==> src/umsi_pkg.sv <==
/*
  Package for the modem status / interrupt enable / scratch register bank.
  Assumes an APB master with 32-bit data; registers sit in the low byte.
*/
package umsi_pkg;

  // ****************************************************************
  // Register offsets (byte addresses)
  // ****************************************************************
  localparam logic [7:0] UMSI_MSR_OFF  = 8'h00;
  localparam logic [7:0] UMSI_SCR_OFF  = 8'h04;
  localparam logic [7:0] UMSI_IEN_OFF  = 8'h08;
  localparam logic [7:0] UMSI_EFR_OFF  = 8'h0C;
  localparam logic [7:0] UMSI_IOC_OFF  = 8'h10;
  localparam logic [7:0] UMSI_MCR_OFF  = 8'h14;
  localparam logic [7:0] UMSI_SRC_OFF  = 8'h18;

  // ****************************************************************
  // Field positions
  // ****************************************************************
  localparam int UMSI_MSR_CD     = 7;
  localparam int UMSI_MSR_RI     = 6;
  localparam int UMSI_MSR_DSR    = 5;
  localparam int UMSI_MSR_CTS    = 4;
  localparam int UMSI_MSR_DCD    = 3;
  localparam int UMSI_MSR_TERI   = 2;
  localparam int UMSI_MSR_DDSR   = 1;
  localparam int UMSI_MSR_DCTS   = 0;
  localparam int UMSI_IEN_CTS    = 7;
  localparam int UMSI_IEN_RTS    = 6;
  localparam int UMSI_IEN_XOFF   = 5;
  localparam int UMSI_IEN_SLEEP  = 4;
  localparam int UMSI_IEN_MODEM  = 3;
  localparam int UMSI_IEN_LINE   = 2;
  localparam int UMSI_IEN_TX     = 1;
  localparam int UMSI_IEN_RX     = 0;
  localparam int UMSI_EFR_ENH    = 4;
  localparam int UMSI_IOC_MODEM  = 1;
  localparam int UMSI_MCR_LOOP   = 4;
  localparam int UMSI_MCR_RTS    = 1;
  localparam int UMSI_MCR_DTR    = 0;

  // ****************************************************************
  // Reset values
  // ****************************************************************
  localparam logic [7:0] UMSI_REG_RST    = 8'h00;
  localparam logic [3:0] UMSI_INPUT_RST  = 4'hF;
  localparam logic [3:0] UMSI_IEN_UPPER  = 4'hF;

  // ****************************************************************
  // Carriers
  // ****************************************************************
  typedef struct packed {
    logic cd_n;
    logic ri_n;
    logic dsr_n;
    logic cts_n;
  } umsi_modem_in_type;

  typedef struct packed {
    logic line_err;
    logic rx_data;
    logic tx_below;
    logic xoff_rcvd;
    logic cts_rise;
    logic rts_rise;
  } umsi_src_type;

endpackage : umsi_pkg

==> src/umsi_sync.sv <==
/*
  Three-stage synchroniser with agreement filter.
  Assumes an asynchronous input; output changes when stages two and three agree.
*/
`timescale 1ns/10ps
`default_nettype none
module umsi_sync
  import umsi_pkg::*;
#(
  parameter int       WIDTH = 4,
  parameter bit [3:0] RST   = UMSI_INPUT_RST
) (
  input  wire logic             pclk,
  input  wire logic             presetn,
  input  wire logic [WIDTH-1:0] async_in,
  output var  logic [WIDTH-1:0] sync_out
);

  logic [WIDTH-1:0] s1_r;
  logic [WIDTH-1:0] s2_r;
  logic [WIDTH-1:0] s3_r;

  always_ff @(posedge pclk or negedge presetn) begin
    if (!presetn) begin
      s1_r <= RST[WIDTH-1:0];
      s2_r <= RST[WIDTH-1:0];
      s3_r <= RST[WIDTH-1:0];
    end else begin
      s1_r <= async_in;
      s2_r <= s1_r;
      s3_r <= s2_r;
    end
  end

  // Hold last agreed value; a single-cycle glitch never reaches the flags
  always_ff @(posedge pclk or negedge presetn) begin
    if (!presetn) begin
      sync_out <= RST[WIDTH-1:0];
    end else begin
      for (int i = 0; i < WIDTH; i++) begin
        if (s2_r[i] == s3_r[i]) begin
          sync_out[i] <= s3_r[i];
        end
      end
    end
  end

endmodule : umsi_sync
`default_nettype wire

==> src/umsi_irq.sv <==
/*
  Interrupt gate: combines enabled sources onto an active-low request.
  Assumes sources are levels from the same clock domain.
*/
`timescale 1ns/10ps
`default_nettype none
module umsi_irq
  import umsi_pkg::*;
(
  input  wire logic         pclk,
  input  wire logic         presetn,
  input  wire logic [7:0]   enables,
  input  wire umsi_src_type src,
  input  wire logic         modem_pend,
  output var  logic         irq_n
);

  logic tx_en_d_r;
  logic tx_pend_r;
  logic any_req;

  // ****************************************************************
  // Transmit event
  // ****************************************************************
  // Event only on tx level falling below threshold, not on re-enable
  always_ff @(posedge pclk or negedge presetn) begin
    if (!presetn) begin
      tx_en_d_r <= 1'b0;
      tx_pend_r <= 1'b0;
    end else begin
      tx_en_d_r <= src.tx_below;
      if (src.tx_below && !tx_en_d_r) begin
        tx_pend_r <= 1'b1;
      end else if (!src.tx_below || !enables[UMSI_IEN_TX]) begin
        tx_pend_r <= 1'b0;
      end
    end
  end

  always_comb begin
    any_req = (enables[UMSI_IEN_LINE]  && src.line_err)
           || (enables[UMSI_IEN_RX]    && src.rx_data)
           || (enables[UMSI_IEN_TX]    && tx_pend_r)
           || (enables[UMSI_IEN_MODEM] && modem_pend)
           || (enables[UMSI_IEN_XOFF]  && src.xoff_rcvd)
           || (enables[UMSI_IEN_CTS]   && src.cts_rise)
           || (enables[UMSI_IEN_RTS]   && src.rts_rise);
  end

  always_ff @(posedge pclk or negedge presetn) begin
    if (!presetn) begin
      irq_n <= 1'b1;
    end else begin
      irq_n <= !any_req;
    end
  end

endmodule : umsi_irq
`default_nettype wire

==> src/umsi_regs.sv <==
/*
  Modem status, scratch and interrupt enable register bank, APB slave.
  Assumes modem pins are asynchronous and active low; interrupt sources
  come as levels from the surrounding UART on pclk.
*/
// The placing of the registers and the APB register port were chosen for this implementation.
// Contract
// - Bit 7 reads inverted carrier detect
// - Bit 6 reads inverted ring indicator
// - Bit 5 reads inverted data set ready
// - Bit 4 reads inverted clear to send
// - Bits 3,1,0 latch on change, read clears
// - Bit 2 latches on ring rising edge
// - Pin state register unreliable for modem pins
// - Scratch byte, free storage, no side effects
// - Bits 7,6 enable CTS/RTS rise interrupts
// - Bit 5 enables Xoff interrupt
// - Bit 4 controls sleep mode
// - Bit 3 enables modem status interrupt
// - Bit 2 enables line status interrupt
// - Bit 1 enables transmit interrupt
// - Bit 0 enables receive data interrupt
// - Upper enables writable only with enhanced bit
// - Re-enabling transmit gives no fresh interrupt
// - Request output active on enabled interrupt
// - Enhanced bit gates upper enable writes
// - Loopback feeds control outputs into status
`timescale 1ns/10ps
`default_nettype none
module umsi_regs
  import umsi_pkg::*;
(
  input  wire logic              pclk,
  input  wire logic              presetn,
  input  wire logic              psel,
  input  wire logic              penable,
  input  wire logic              pwrite,
  input  wire logic [7:0]        paddr,
  input  wire logic [31:0]       pwdata,
  input  wire logic [3:0]        pstrb,
  output var  logic [31:0]       prdata,
  output var  logic              pready,
  output var  logic              pslverr,
  input  wire umsi_modem_in_type modem_in_n,
  input  wire umsi_src_type      irq_src,
  input  wire logic [7:0]        pin_level,
  output var  logic [7:0]        pin_state,
  output var  logic              rts_n,
  output var  logic              dtr_n,
  output var  logic              sleep_en,
  output var  logic              loopback_en,
  output var  logic              interrupt_request_n
);

  // ****************************************************************
  // Declarations
  // ****************************************************************
  logic [7:0]        msr_flags_r;
  logic [7:0]        scratch_r;
  logic [7:0]        ien_r;
  logic [7:0]        efr_r;
  logic [7:0]        ioc_r;
  logic [7:0]        mcr_r;
  logic [3:0]        prev_r;
  logic              prev_valid_r;
  logic [3:0]        pins_sync;
  logic [3:0]        eff_n;
  logic [3:0]        changed;
  logic              wr_en;
  logic              rd_en;
  logic              low_lane;
  logic              hit;
  logic              msr_read;
  logic [7:0]        msr_view;
  logic [7:0]        rd_byte;
  logic              modem_pend;
  logic              wr_scr;
  logic              wr_ien;
  logic              wr_efr;
  logic              wr_ioc;
  logic              wr_mcr;

  // Raw pin synchroniser stages
  logic [7:0]        pin_s1_r;
  logic [7:0]        pin_s2_r;
  logic [7:0]        pin_s3_r;

  function automatic logic addr_hit(input logic [7:0] a);
    addr_hit = (a == UMSI_MSR_OFF) || (a == UMSI_SCR_OFF) || (a == UMSI_IEN_OFF)
            || (a == UMSI_EFR_OFF) || (a == UMSI_IOC_OFF) || (a == UMSI_MCR_OFF)
            || (a == UMSI_SRC_OFF);
  endfunction : addr_hit

  function automatic logic [7:0] wr_byte(input logic [7:0] old_v, input logic [31:0] d);
    wr_byte = d[7:0];
    if (old_v == old_v) begin
      wr_byte = d[7:0];
    end
  endfunction : wr_byte

  // ****************************************************************
  // Modem inputs
  // ****************************************************************
  umsi_sync #(
    .WIDTH (4),
    .RST   (UMSI_INPUT_RST)
  ) u_sync (
    .pclk     (pclk),
    .presetn  (presetn),
    .async_in (modem_in_n),
    .sync_out (pins_sync)
  );

  // Loopback: RTS drives CTS slot, DTR drives DSR slot; CD and RI idle
  always_comb begin
    if (mcr_r[UMSI_MCR_LOOP]) begin
      eff_n = {1'b1, 1'b1, !mcr_r[UMSI_MCR_DTR], !mcr_r[UMSI_MCR_RTS]};
    end else begin
      eff_n = pins_sync;
    end
  end

  // Pins not assigned to modem use read as inactive
  always_comb begin
    msr_view = msr_flags_r;
    msr_view[UMSI_MSR_CTS] = !eff_n[0];
    if (ioc_r[UMSI_IOC_MODEM] || mcr_r[UMSI_MCR_LOOP]) begin
      msr_view[UMSI_MSR_CD]  = !eff_n[3];
      msr_view[UMSI_MSR_RI]  = !eff_n[2];
      msr_view[UMSI_MSR_DSR] = !eff_n[1];
    end else begin
      msr_view[UMSI_MSR_CD]  = 1'b0;
      msr_view[UMSI_MSR_RI]  = 1'b0;
      msr_view[UMSI_MSR_DSR] = 1'b0;
    end
  end

  // ****************************************************************
  // Change detection
  // ****************************************************************
  always_ff @(posedge pclk or negedge presetn) begin
    if (!presetn) begin
      prev_r       <= UMSI_INPUT_RST;
      prev_valid_r <= 1'b0;
    end else begin
      prev_r       <= eff_n;
      prev_valid_r <= 1'b1;
    end
  end

  always_comb begin
    changed = prev_valid_r ? (prev_r ^ eff_n) : 4'h0;
  end

  // ****************************************************************
  // APB decode
  // ****************************************************************
  always_comb begin
    hit      = addr_hit(paddr);
    low_lane = pstrb[0];
    wr_en    = psel && penable && pwrite && hit && low_lane;
    rd_en    = psel && penable && !pwrite;
    msr_read = rd_en && (paddr == UMSI_MSR_OFF);
    // One strobe per register write
    wr_scr   = wr_en && (paddr == UMSI_SCR_OFF);
    wr_ien   = wr_en && (paddr == UMSI_IEN_OFF);
    wr_efr   = wr_en && (paddr == UMSI_EFR_OFF);
    wr_ioc   = wr_en && (paddr == UMSI_IOC_OFF);
    wr_mcr   = wr_en && (paddr == UMSI_MCR_OFF);
  end

  // Set wins over read clear, so an edge during the read survives
  always_ff @(posedge pclk or negedge presetn) begin
    if (!presetn) begin
      msr_flags_r <= UMSI_REG_RST;
    end else begin
      // Clear only what the read reported; a flag set after capture survives
      if (msr_read) begin
        msr_flags_r[3:0] <= msr_flags_r[3:0] & ~prdata[3:0];
      end
      if (changed[3]) begin
        msr_flags_r[UMSI_MSR_DCD] <= 1'b1;
      end
      if (changed[2] && eff_n[2]) begin
        msr_flags_r[UMSI_MSR_TERI] <= 1'b1;
      end
      if (changed[1]) begin
        msr_flags_r[UMSI_MSR_DDSR] <= 1'b1;
      end
      if (changed[0]) begin
        msr_flags_r[UMSI_MSR_DCTS] <= 1'b1;
      end
      msr_flags_r[7:4] <= 4'h0;
    end
  end

  // ****************************************************************
  // Scratch
  // ****************************************************************
  always_ff @(posedge pclk or negedge presetn) begin
    if (!presetn) begin
      scratch_r <= UMSI_REG_RST;
    end else if (wr_scr) begin
      scratch_r <= wr_byte(scratch_r, pwdata);
    end
  end

  // ****************************************************************
  // Interrupt enables
  // ****************************************************************
  always_ff @(posedge pclk or negedge presetn) begin
    if (!presetn) begin
      ien_r <= UMSI_REG_RST;
    end else if (wr_ien) begin
      ien_r[3:0] <= pwdata[3:0];
      if (efr_r[UMSI_EFR_ENH]) begin
        ien_r[7:4] <= pwdata[7:4];
      end
    end
  end

  // ****************************************************************
  // Control registers
  // ****************************************************************
  always_ff @(posedge pclk or negedge presetn) begin
    if (!presetn) begin
      efr_r <= UMSI_REG_RST;
    end else if (wr_efr) begin
      efr_r <= pwdata[7:0];
    end
  end

  always_ff @(posedge pclk or negedge presetn) begin
    if (!presetn) begin
      ioc_r <= UMSI_REG_RST;
    end else if (wr_ioc) begin
      ioc_r <= pwdata[7:0];
    end
  end

  always_ff @(posedge pclk or negedge presetn) begin
    if (!presetn) begin
      mcr_r <= UMSI_REG_RST;
    end else if (wr_mcr) begin
      mcr_r[4:0] <= pwdata[4:0];
      if (efr_r[UMSI_EFR_ENH]) begin
        mcr_r[7:5] <= pwdata[7:5];
      end
    end
  end

  // ****************************************************************
  // Pin state view
  // ****************************************************************
  // Raw pins cross clock domains: three flops, a bit moves once two and three agree
  always_ff @(posedge pclk or negedge presetn) begin
    if (!presetn) begin
      pin_s1_r <= UMSI_REG_RST;
      pin_s2_r <= UMSI_REG_RST;
      pin_s3_r <= UMSI_REG_RST;
    end else begin
      pin_s1_r <= pin_level;
      pin_s2_r <= pin_s1_r;
      pin_s3_r <= pin_s2_r;
    end
  end

  // Modem-assigned pins read back the raw pin buffer only, not the true level
  always_ff @(posedge pclk or negedge presetn) begin
    if (!presetn) begin
      pin_state <= UMSI_REG_RST;
    end else begin
      for (int i = 0; i < 8; i++) begin
        if (pin_s2_r[i] == pin_s3_r[i]) begin
          pin_state[i] <= pin_s3_r[i];
        end
      end
    end
  end

  // ****************************************************************
  // Read mux
  // ****************************************************************
  always_comb begin
    case (paddr)
      UMSI_MSR_OFF: rd_byte = msr_view;
      UMSI_SCR_OFF: rd_byte = scratch_r;
      UMSI_IEN_OFF: rd_byte = ien_r;
      UMSI_EFR_OFF: rd_byte = efr_r;
      UMSI_IOC_OFF: rd_byte = ioc_r;
      UMSI_MCR_OFF: rd_byte = mcr_r;
      UMSI_SRC_OFF: rd_byte = {2'b00, irq_src};
      default:      rd_byte = 8'h00;
    endcase
  end

  // Zero-wait slave: answer in the setup cycle's following access phase
  always_ff @(posedge pclk or negedge presetn) begin
    if (!presetn) begin
      prdata  <= 32'h00000000;
      pready  <= 1'b0;
      pslverr <= 1'b0;
    end else begin
      pready  <= psel && !penable;
      pslverr <= psel && !penable && !addr_hit(paddr);
      if (psel && !penable && !pwrite) begin
        prdata <= {24'h000000, rd_byte};
      end
    end
  end

  // ****************************************************************
  // Outputs
  // ****************************************************************
  always_comb begin
    modem_pend = |msr_flags_r[3:0];
  end

  always_ff @(posedge pclk or negedge presetn) begin
    if (!presetn) begin
      rts_n       <= 1'b1;
      dtr_n       <= 1'b1;
      sleep_en    <= 1'b0;
      loopback_en <= 1'b0;
    end else begin
      rts_n       <= !mcr_r[UMSI_MCR_RTS] || mcr_r[UMSI_MCR_LOOP];
      dtr_n       <= !mcr_r[UMSI_MCR_DTR] || mcr_r[UMSI_MCR_LOOP];
      sleep_en    <= ien_r[UMSI_IEN_SLEEP];
      loopback_en <= mcr_r[UMSI_MCR_LOOP];
    end
  end

  umsi_irq u_irq (
    .pclk       (pclk),
    .presetn    (presetn),
    .enables    (ien_r),
    .src        (irq_src),
    .modem_pend (modem_pend),
    .irq_n      (interrupt_request_n)
  );

endmodule : umsi_regs
`default_nettype wire

==> config.mk <==
export PLATFORM = sky130hd
export DESIGN_NAME = umsi_regs
export DESIGN_NICKNAME = d
export VERILOG_FILES = /design/src/umsi_pkg.sv /design/src/umsi_sync.sv /design/src/umsi_irq.sv /design/src/umsi_regs.sv
export SDC_FILE = /design/constraint.sdc
export NUM_CORES = 1
export LEC_CHECK = 0
export BUFFER_PORTS_ARGS = -buffer_cell sky130_fd_sc_hd__clkbuf_2
export CAP_MARGIN = 0
export CORE_UTILIZATION = 57
export CTS_CLUSTER_DIAMETER = 120
export DETAILED_ROUTE_END_ITERATION = 10
export PLACE_DENSITY = 0.95
export SYNTH_ARGS = -nofsm -noshare
export SYNTH_HDL_FRONTEND = slang
export SYNTH_SLANG_ARGS = --single-unit
export TNS_END_PERCENT = 1
==> constraint.sdc <==
create_clock -name pclk -period 2.3 [get_ports pclk]
set_input_delay 0.23 -clock pclk [delete_from_list [all_inputs] [get_ports pclk]]
set_output_delay 0.23 -clock pclk [all_outputs]
set_load 0.02 [all_outputs]
# After elaboration in Yosys (flattened, before gate mapping)
# Index checks and enable logic that the tools add are counted.
[op_classes]
n_eq_ne = 18
n_mux = 11
bitwise = 3
n_reduce_logical = 61
[ops]
columns = ["cell", "count"]
rows = [
  ["$pmux 8 s7", 1],
  ["$eq 8x5->1 const B", 3],
  ["$logic_and 1x1->1", 23],
  ["$eq 8x4->1 const B", 2],
  ["$logic_or 1x1->1", 16],
  ["$logic_not 1->1", 13],
  ["$eq 1x1->1", 12],
  ["$mux 4", 3],
  ["$reduce_bool 2->1", 5],
  ["$eq 8x3->1 const B", 1],
  ["$logic_not 8->1", 1],
  ["$mux 1", 6],
  ["$and 4x4->4", 1],
  ["$not 4->4", 1],
  ["$reduce_and 2->1", 2],
  ["$reduce_or 4->1", 1],
  ["$xor 4x4->4", 1],
  ["$mux 3", 1],
]
[word_totals]
regBits = 114
input_bits = 67

# Logic depth before layout (Yosys ltp)
# Gate-level depths: netlist of the first run.
[depth]
depth_word = 11
depth_mapped = 6
depth_no_buf = 5

# Cells and area by module
# A second synthesis of the first run with hierarchy kept.
[unflattened]
cells_unflattened = 335
area_unflattened_um2 = 4628.2
[modules_own_cells]
columns = ["mod", "instances", "cells_per_inst", "area_per_inst_um2", "seq_area_each_um2"]
rows = [
  ["umsi_regs", 1, 306, 4043.9, 2384.8],
  ["umsi_sync", 1, 20, 465.4, 420.4],
  ["umsi_irq", 1, 9, 118.9, 76.3],
]

# Worst setup path after synthesis of the first run
# No wires, ideal clock.
[synth_timing]
kind = "in2reg"
startpoint = "input port paddr[5]"
endpoint = "register ien_r[4]"
arrival_time_ns = 1.523
slack_ns = 0.652
path_stages = 6
cell_sequence = "or3_4 nor2_4 nand4_4 or2_1 buf_6 mux2_4"
[synth_via]
elab_chain_len = 11
word_cells_on_any_way = 17
classes_between = "6 x eq/ne; 11 x reduce/logical"
[synth_rtl]
columns = ["element", "line", "text"]
rows = [
  ["start, declared", "umsi_regs.sv:38", "input wire logic [7:0] paddr,"],
  ["$eq 8x3->1 or $logic_not 8->1 (tied branches)", "umsi_regs.sv:89", "addr_hit = (a == UMSI_MSR_OFF) || (a == UMSI_SCR_OFF) || (a == UMSI_IEN_OFF)"],
  ["$logic_or 1x1->1 (2 in a row)", "umsi_regs.sv:89", ""],
  ["$logic_or 1x1->1 (3 in a row)", "umsi_regs.sv:90", "|| (a == UMSI_EFR_OFF) || (a == UMSI_IOC_OFF) || (a == UMSI_MCR_OFF)"],
  ["$logic_or 1x1->1", "umsi_regs.sv:91", "|| (a == UMSI_SRC_OFF);"],
  ["$logic_and 1x1->1 (2 in a row)", "umsi_regs.sv:161", "wr_en = psel && penable && pwrite && hit && low_lane;"],
  ["$logic_and 1x1->1 *", "umsi_regs.sv:166", "wr_ien = wr_en && (paddr == UMSI_IEN_OFF);"],
  ["$reduce_and 2->1 (no source line) *", "--", ""],
  ["end signal, assigned", "umsi_regs.sv:217", "ien_r[7:4] <= pwdata[7:4];"],
  ["end, declared", "umsi_regs.sv:60", "logic [7:0] ien_r;"],
]
# Every way passes the cells marked *; elsewhere a longest branch is shown, timed or not.
# A chain may end at the register's enable or synchronous reset.

# Worst setup path in the final report of the first run
[layout_timing]
startpoint = "register msr_flags_r[3]"
endpoint = "register u_irq.irq_n"
[layout_via]
elab_chain_len = 7
[layout_rtl]
columns = ["element", "line", "text"]
rows = [
  ["start, declared", "umsi_regs.sv:58", "logic [7:0] msr_flags_r;"],
  ["start signal, assigned", "umsi_regs.sv:179", "msr_flags_r[3:0] <= msr_flags_r[3:0] & ~prdata[3:0];"],
  ["$reduce_or 4->1", "umsi_regs.sv:316", "modem_pend = |msr_flags_r[3:0];"],
  ["$logic_and 1x1->1", "umsi_irq.sv:44", "|| (enables[UMSI_IEN_MODEM] && modem_pend)"],
  ["$logic_or 1x1->1", "umsi_irq.sv:44", ""],
  ["$logic_or 1x1->1", "umsi_irq.sv:45", "|| (enables[UMSI_IEN_XOFF] && src.xoff_rcvd)"],
  ["$logic_or 1x1->1", "umsi_irq.sv:46", "|| (enables[UMSI_IEN_CTS] && src.cts_rise)"],
  ["$logic_or 1x1->1", "umsi_irq.sv:47", "|| (enables[UMSI_IEN_RTS] && src.rts_rise);"],
  ["$logic_not 1->1", "umsi_irq.sv:54", "irq_n <= !any_req;"],
  ["end signal, assigned", "umsi_irq.sv:54", ""],
  ["end, declared", "umsi_irq.sv:15", "output var logic irq_n"],
]
# No other way between the ends.

==> reports/results.ini, run 1 <==
[hold_path]
hold_depth=2
min_path_type=in2reg

[timing]
holdWs_ns=0.0190
tns_ns=0
setup_violations=0
finalCritPeriodShare=0.966
max_clock_freq_ghz=0.450
worst_slack_ns=0.0782
slew_headroom=0.584
maxSlewViolCount=0
tightestPinTransition_ns=0.618
finalHoldViolCount=0
rsz0062_at_grt=no
finClkSkew_ns=0.00663
min_period_ns=2.22

[yosys]
syn_avg_cell_area_um2=13.7
synth_xor_area_frac=0.00569
synthCells=337
ys_types=50
synth_area_leaders=dfrtp_1 (49%), dfstp_2 (13%), mux2_2 (9.5%)
synthArstFlopShare=1.00
muxShareOfSynthArea=0.134
yosysSeqAreaShare=0.624
synth_top_area_frac=0.493
synth_adder_area_share=0.0260
synthSimpleGateAreaFrac=0.0840
synth_edf_count=0
synth_top_family_by_area=multiplexers
synth_area_mm2=0.00462
synth_compound_area_frac=0.0686
yosysWarnings=0
synth_area_leader_cell=dfrtp_1
synth_seq_cells=114
synth_flop_cell=dfrtp_1

[grt]
grt_pass1_vias=3167
grt_pass1_wl_mm=16.8
grt_max_degree=44
overflow=0
grt_antenna_before_repair=0
gr-usage-all-layers=0.275

[floorplanning]
row_count=32
die-area_mm2=0.00846
fp.dieW_um=92.0
start_util=0.594
io_pins=114
core_area_mm2=0.00777
die_y_um=92.0

[clock_tree]
cts_buffers=17
worstSkewPairLatency_ns=0.53
cts.sinks=114
post_cts_buffers=0
post_cts_resized=0
cts_tree=built
cts_buffer_depth=2
cts.htree.levels=4
clock-root-buffer=clkbuf_8
clkTransAtPathRegs_ns=0.06

[cells_and_area]
area_delta_synth_final_pct=24.4
final_cell_mix=dfrtp_1 (91), clkbuf_2 (61), mux2_2 (39)
regArea_mm2=0.00288
nets=503
layout-drive-gt1-share=0.403
layout_commonest_cell=dfrtp_1
multi_input_area_mm2=0.00156
n_fill_cell=495
diodes=0

[placed_design]
routabilityCongestion=0.885
place_ws_ns=0.371
dp_hpwl_mm=6.53
io_buffers=62

[routing]
vias=3142
drc_errors=0
drtIter0Drc=283
wirelength_mm=10.7
wl_per_cell_um=19.5
vias_per_cell=5.70
ant_nets=0
drt-pass1-iter-count=5

[setup_path]
critPathCaptureType=register
arrival_ns=2.68
timing_worst_setup_path_type=reg2reg
reg2regPathDepth=4
worstPathMaxFanout=3
crit_required_ns=2.76
startpoint_type=register

[power_and_ir_drop]
ir_drop_mv=0.616
p_per_area_mw_per_mm2=865
leakagePower_uw=0.00270
power_uw=4970

[flow_run]
drv_cap=0

[status]
status=completed

==> per-stage QoR <==
stage,instances,instance area (um^2),utilization
floorplan,360,4700,-
global placement,500,4990,0.643
detailed placement,500,4990,0.643
CTS,551,5740,0.739
global route,551,5740,0.739
finish,551,5740,0.739
==> flip-flops by register name, summed over array words and instances, names as in the netlist, 8 cells and up <==
register and cells:
efr_r 8, ien_r 8, ioc_r 8, mcr_r 8, pin_s1_r 8, pin_s2_r 8, pin_s3_r 8, pin_state 8
prdata 8, scratch_r 8
==> repair_timing <==
item | CTS | global route
setup endpoints to repair | 0 | 0
hold buffers | 19 | 0
hold endpoints to repair | 49 | 0
==> final timing paths <==
check	from	end	slack, ns
worst max-delay path	msr_flags_r[3]	u_irq.irq_n	0.08
worst min-delay path	pwdata[6]	ioc_r[6]	0.02
worst max register to register	msr_flags_r[3]	u_irq.irq_n	0.08
worst min register to register	pin_s1_r[1]	pin_s2_r[1]	0.35
max in group asynchronous	presetn	prev_r[0]	1.41
min in group asynchronous	presetn	pin_s2_r[3]	0.17
==> cell usage after synthesis, types with 3 or more instances <==
cell      number
nand2_1       25
a22oi_1        9
dfstp_2       23
mux4_2         3
maj3_1        12
a21oi_1        3
nor2b_1        4
nand4_1        4
inv_1          6
dfrtp_1       91
mux2i_1        5
clkbuf_1       4
and3_1         3
a311oi_1       3
buf_2          3
a22o_1         3
mux2_4         4
o21ai_0       17
nor2_1        10
mux2_2        39
buf_4         26
==> worst max-delay path, cell delays in order, from the launching register on <==
cell and delay, ns:
dfrtp_1 0.42, o41ai_1 0.59, nand4_1 0.19, a221oi_1 0.31
dlygate4sd3_1 0.64
==> logic make-up (layout without fill, tap and decap cells) <==
kind of cell | after synthesis | count (layout)
fa+ha+maj | 12 | 12
flops | 114 | 114
simple gates | 68 | 68
buf+inv | 40 | 129
other cells | 2 | 25
xor+xnor | 3 | 3
mux | 51 | 51
compound gates | 47 | 47
==> area by class of cell <==
cell class / count / share of cell area
tap: 102 / 0.0222
clock inverter: 13 / 0.0240
inverter: 6 / 0.00392
clock buffer: 19 / 0.0734
sequential: 114 / 0.502
multi-input combinational: 206 / 0.272
timing repair buffer: 91 / 0.103
==> metal layers <==
| layer | track usage | part of all wire | vias to the layer above | routed length, um |
|---|---|---|---|---|
| li1 | - | - | 1344 | - |
| met1 | 0.352 | 0.40 | 1568 | 4300 |
| met2 | 0.426 | 0.49 | 185 | 5270 |
| met3 | 0.0879 | 0.070 | 45 | 751 |
| met4 | 0.132 | 0.036 | 0 | 391 |
| met5 | 0 | 0 | - | 0 |
==> power by group <==
part | total (uW) | switching [uW] | internal, uW
logic | 335 | 215 | 120
clock network | 2480 | 946 | 1540
registers | 2150 | 43.3 | 2100
Note: power is estimated with default switching activity, not from simulation.
==> run 2: changes to the inputs <==
ABC_CLOCK_PERIOD_IN_PS = 2300   (was unset)
RECOVER_POWER = 100   (was unset)
==> run 2 against run 1 <==
The flow now finishes with violations (capacitance limit, slew limit). Cell count stayed put. Sequential power about the same. Register-to-register slack about the same. Setup slack got worse by 0.0091 ns. Final area fell by 1.8%. Power decreased by 0.19%. Die area did not move. Via count is essentially flat. Global-route usage unchanged. Sequential share of layout area rose by 0.92 points. Non-clock buffer count is the same.
==> reports/results.ini, run 2 (synthesized netlist as in run 1, its figures left out) <==
[clock_tree]
cts_buffers=17  ; unchanged
cts_tree=built  ; unchanged
cts.sinks=114  ; unchanged
clkTransAtPathRegs_ns=0.06  ; about the same
clock-root-buffer=clkbuf_8  ; unchanged
post_cts_buffers=0  ; unchanged
worstSkewPairLatency_ns=0.53  ; about the same
cts.htree.levels=4  ; unchanged
cts_buffer_depth=2  ; unchanged
cts.hold.buffers_added=19  ; unchanged
post_cts_resized=0  ; unchanged

[placed_design]
routabilityCongestion=0.885  ; unchanged
io_buffers=62  ; unchanged
dp_hpwl_mm=6.53  ; unchanged

[cells_and_area]
nets=503  ; unchanged
layout-drive-gt1-share=0.301  ; was 0.403
diodes=0  ; unchanged
layout_commonest_cell=dfrtp_1  ; unchanged
final_cell_mix=dfrtp_1 (91), mux2_2 (38), clkbuf_1 (36)  ; was dfrtp_1 (91), clkbuf_2 (61), mux2_2 (39)
area_delta_synth_final_pct=22.2  ; was 24.4%

[flow_run]
drv_cap=1  ; was 0

[status]
status=finished, violations left  ; was completed
violations=capacitance limit, slew limit

[timing]
setup_violations=0  ; unchanged
rsz0062_at_grt=no  ; unchanged
finClkSkew_ns=0.00772  ; was 0.00663 ns
holdWs_ns=0.00151  ; was 0.0190 ns
slew_headroom=-0.0914  ; was 0.584
max_clock_freq_ghz=0.448  ; was 0.450 GHz
tightestPinTransition_ns=1.64  ; was 0.618 ns
maxSlewViolCount=32  ; was 0
min_period_ns=2.23  ; was 2.22 ns
tns_ns=0  ; unchanged
finalHoldViolCount=0  ; unchanged
finalCritPeriodShare=0.970  ; was 0.966

[grt]
grt_max_degree=44  ; unchanged
overflow=0  ; unchanged
grt_pass1_vias=3167  ; unchanged
grt_pass1_wl_mm=16.8  ; unchanged
grt_antenna_before_repair=0  ; unchanged
gr-usage-all-layers=0.275  ; unchanged

[floorplanning]
fp.dieW_um=92.0  ; unchanged
row_count=32  ; unchanged
core_area_mm2=0.00777  ; unchanged
start_util=0.594  ; unchanged
io_pins=114  ; unchanged
die-area_mm2=0.00846  ; unchanged
die_y_um=92.0  ; unchanged

[setup_path]
timing_worst_setup_path_type=reg2reg  ; unchanged
crit_required_ns=2.77  ; was 2.76 ns
arrival_ns=2.70  ; was 2.68 ns
startpoint_type=register  ; unchanged
critPathCaptureType=register  ; unchanged
worstPathMaxFanout=3  ; unchanged

[routing]
wl_per_cell_um=19.5  ; about the same
ant_nets=0  ; unchanged
drtIter0Drc=309  ; was 283
vias_per_cell=5.70  ; about the same
vias=3143  ; was 3,142
drc_errors=0  ; unchanged
drt-pass1-iter-count=6  ; was 5
wirelength_mm=10.7  ; about the same

[power_and_ir_drop]
p_per_area_mw_per_mm2=879  ; was 865 mW/mm^2
ir_drop_mv=0.615  ; was 0.616 mV
leakagePower_uw=0.00257  ; was 0.00270 uW

[hold_path]
min_path_type=in2reg  ; unchanged

run 2: cell count changes in the layout (fill, tap and decap cells not counted), sizes merged:
cell	previous run	this run
clkbuf	80	86
buf	11	5
run 2: path summary, 6_finish.rpt:
check	start	endpoint	slack, ns	depth (start not counted)
max in group asynchronous	presetn	pin_s2_r[4]	0.47	3
min in group asynchronous	presetn	pin_s2_r[3]	0.66	2
setup reg to reg	msr_flags_r[3]	u_irq.irq_n	0.07	4
hold / removal	pwdata[6]	ien_r[6]	0.002	2
hold reg to reg	pin_s1_r[1]	pin_s2_r[1]	0.35	0
setup / recovery	msr_flags_r[3]	u_irq.irq_n	0.07	4
run 2: layout make-up:
class | count | area, um^2
clock inverter | 13 | 138
multi-input combinational | 206 | 1520
timing repair buffer | 91 | 533
fill | 519 | 2130
clock buffer | 19 | 422
tap | 102 | 128
inverter | 6 | 22.5
sequential | 114 | 2880
run 2: report_power, final:
part / internal (uW) / leakage (uW) / switching, uW
Sequential: 2100 / 0.00140 / 42.6
Clock: 1540 / 0.000268 / 950
Combinational: 111 / 0.000900 / 212
Total: 3750 / 0.00257 / 1200
run 2: critical path: stages, from the launching register on:
cell	delay, ns
dfrtp_1	0.42
o41ai_1	0.59
nand4_1	0.20
a221oi_1	0.32
dlygate4sd3_1	0.64
run 2: layer usage:
layer / up-vias / track usage / wire length (um)
li1: 1349 / - / -
met5: - / 0 / 0
met2: 190 / 0.426 / 5190
met1: 1549 / 0.352 / 4370
met4: 0 / 0.132 / 432
met3: 55 / 0.0879 / 743
run 2: through the flow:
step | setup slack (ns) | util | total power [uW] | instance area [um^2] | cells
floorplan | 0.652 | - | 2360 | 4700 | 360
finish | 0.0692 | 0.726 | 4960 | 5640 | 551
CTS | 0.244 | 0.739 | 4950 | 5740 | 551
global placement | 0.415 | 0.643 | 2460 | 4990 | 500
global route | 0.0678 | 0.726 | 5100 | 5640 | 551
detailed placement | 0.371 | 0.643 | 2480 | 4990 | 500
==> run 3: changes to the inputs <==
ABC_AREA = 1   (was unset)
MAX_ROUTING_LAYER = met4   (was unset)
==> run 3 against run 2 <==
The run now ends clean. Non-clock buffer count is 1 lower. Power up 1.1%. Cell count rose by 30%. Fmax increased by 21%. Register-to-register slack improved by 0.47 ns. Synthesized cell count rose by 47%. Sequential share of layout area down 1.7 points. Final area rose by 3.4%. Wire length rose by 20%. Utilization is 1.3 points lower. Sequential power hardly changed. Die area grew 3.4%. Largest power group unchanged.
==> reports/results.ini, run 3 <==
[clock_tree]
cts_buffers=17  ; unchanged
cts_buffer_depth=2  ; unchanged
cts.hold.buffers_added=22  ; was 19
worstSkewPairLatency_ns=0.53  ; about the same
clock-root-buffer=clkbuf_8  ; unchanged
cts.sinks=114  ; unchanged
cts.htree.levels=4  ; unchanged
clkTransAtPathRegs_ns=0.06  ; about the same
post_cts_buffers=0  ; unchanged
post_cts_resized=0  ; unchanged
cts_tree=built  ; unchanged

[floorplanning]
io_pins=114  ; unchanged
start_util=0.584  ; was 0.594
fp.dieW_um=93.5  ; was 92.0 um
die_y_um=93.5  ; was 92.0 um
core_area_mm2=0.00818  ; was 0.00777 mm^2
die-area_mm2=0.00875  ; was 0.00846 mm^2
row_count=33  ; was 32

[flow_run]
drv_cap=0  ; was 1

[yosys]
synth_area_leader_cell=dfrtp_1  ; unchanged
ys_types=30  ; was 50
synth_common_cells=nand2_1 (141), dfrtp_1 (91), nand3_1 (48)  ; was dfrtp_1 (91), mux2_2 (39), buf_4 (26)
synth_edf_count=0  ; unchanged
yosysSeqAreaShare=0.603  ; was 0.624
synth_top_area_frac=0.477  ; was 0.493
syn_avg_cell_area_um2=9.61  ; was 13.7 um^2
synth_seq_cells=114  ; unchanged
yosysMostFrequentCell=nand2_1  ; was dfrtp_1
synthCells=497  ; was 337
synth_area_mm2=0.00478  ; was 0.00462 mm^2
synthArstFlopShare=1.00  ; unchanged
synth_flop_cell=dfrtp_1  ; unchanged
synth_area_leaders=dfrtp_1 (48%), dfstp_2 (13%), nand2_1 (11%)  ; was dfrtp_1 (49%), dfstp_2 (13%), mux2_2 (9.5%)
yosysWarnings=0  ; unchanged

[setup_path]
reg2regPathDepth=7  ; was 4
rrSetupSlack_ns=0.54  ; was 0.07 ns
startpoint_type=input port  ; was register
reg2reg_to=prdata[4]  ; was u_irq.irq_n
timing_worst_setup_path_type=in2reg  ; was reg2reg
crit_required_ns=2.71  ; was 2.77 ns
r2r-start=mcr_r[4]  ; was msr_flags_r[3]
critPathCaptureType=register  ; unchanged
arrival_ns=2.26  ; was 2.70 ns
worstPathMaxFanout=16  ; was 3

[grt]
grt_pass1_wl_mm=20.4  ; was 16.8 mm
grt_antenna_before_repair=1  ; was 0
gr-usage-all-layers=0.332  ; was 0.275
grt_max_degree=52  ; was 44
grt_pass1_vias=3931  ; was 3,167
overflow=0  ; unchanged

[routing]
ant_nets=0  ; unchanged
drtIter0Drc=530  ; was 309
wirelength_mm=12.8  ; was 10.7 mm
drt-pass1-iter-count=6  ; unchanged
vias=3968  ; was 3,143
vias_per_cell=5.56  ; was 5.70
wl_per_cell_um=18.0  ; was 19.5 um
drc_errors=0  ; unchanged

[hold_path]
hold_path_end=efr_r[2]  ; was ien_r[6]
hold_depth=3  ; was 2
min_from=pwdata[2]  ; was pwdata[6]
min_path_type=in2reg  ; unchanged

[cells_and_area]
layout-drive-gt1-share=0.164  ; was 0.301
n_fill_cell=568  ; was 519
nets=662  ; was 503
stdcell_count=714  ; was 551
regArea_mm2=0.00288  ; unchanged
final_cell_mix=nand2_1 (141), dfrtp_1 (91), nand3_1 (52)  ; was dfrtp_1 (91), mux2_2 (38), clkbuf_1 (36)
multi_input_area_mm2=0.00153  ; was 0.00152 mm^2
layout_commonest_cell=nand2_1  ; was dfrtp_1
area_delta_synth_final_pct=22.0  ; was 22.2%

[placed_design]
place_inst=659  ; was 500
dp_hpwl_mm=7.63  ; was 6.53 mm
io_buffers=62  ; unchanged
routabilityCongestion=0.933  ; was 0.885

[timing]
finalCritPeriodShare=0.802  ; was 0.970
setup_violations=0  ; unchanged
slew_headroom=0.262  ; was -0.0914
finalHoldViolCount=0  ; unchanged
max_clock_freq_ghz=0.542  ; was 0.448 GHz
rsz0062_at_grt=no  ; unchanged
tns_ns=0  ; unchanged
min_period_ns=1.85  ; was 2.23 ns
tightestPinTransition_ns=1.11  ; was 1.64 ns
finClkSkew_ns=0.0113  ; was 0.00772 ns
maxSlewViolCount=0  ; was 32

[status]
status=completed  ; was finished, violations left

[power_and_ir_drop]
ir_drop_mv=0.416  ; was 0.615 mV
p_per_area_mw_per_mm2=860  ; was 879 mW/mm^2
leakagePower_uw=0.00283  ; was 0.00257 uW

-- run 3: cell count changes after synthesis, sizes merged, moves of 24 or more --
cell	before	now
mux2	43	0
nor2	12	44
nand2	25	144
inv	6	38
nand3	2	53
o21ai	17	41
-- run 3: worst max-delay path: stages --
cell,delay [ns]
dlygate4sd3_1,0.52
clkbuf_1,0.16
nand3_1,0.14
nor2_4,0.21
nand3_1,0.54
o21ai_0,0.45
-- run 3: area by class of cell --
cell class / count / area share
antenna: 1 / 0.000429
clock buffer: 23 / 0.0783
clock inverter: 9 / 0.0228
inverter: 38 / 0.0245
multi-input combinational: 334 / 0.263
sequential: 114 / 0.494
tap: 105 / 0.0225
timing repair buffer: 90 / 0.0944
-- run 3: cell families after synthesis --
| kind of cell | after synthesis | synth area share |
|---|---|---|
| simple gates | 252 | 0.233 |
| compound gates | 45 | 0.0558 |
| flops | 114 | 0.603 |
| fa+ha+maj | 12 | 0.0251 |
| buf+inv | 72 | 0.0815 |
| other cells | 2 | 0.00157 |
-- run 3: through the flow --
step	utilization	power (uW)	setup WS [ns]	area, um^2	hold WS [ns]
floorplan	-	2290	1.02	4860	-0.0656
CTS	0.725	5010	0.623	5930	0.0125
global placement	0.626	2370	0.616	5120	0.255
global route	0.713	5120	0.342	5830	0.0367
detailed placement	0.626	2390	0.586	5120	0.258
finish	0.713	5010	0.455	5830	0.0383
-- run 3: worst max-delay path by stage --
stage	start	slack, ns	endpoint	depth (start not counted)
2_1_floorplan	paddr[7]	1.02	efr_r[5]	7
3_3_place_gp	paddr[7]	0.62	scratch_r[0]	7
5_1_grt	psel	0.34	ioc_r[7]	7
4_1_cts	mcr_r[4]	0.62	prdata[4]	7
6_report	psel	0.45	scratch_r[3]	6
3_5_place_dp	paddr[0]	0.59	mcr_r[0]	10
-- run 3: layer usage --
layer	vias to the layer above	wire length (um)	GRT usage
met5	-	0	-
met4	0	673	0.183
met3	71	959	0.0724
met2	256	6510	0.551
met1	1900	4690	0.375
li1	1741	-	-
-- run 3: power breakdown --
part,internal (uW),switching (uW)
sequential,2080,35.0
combinational,85.2,184
clock,1710,922
total,3870,1140
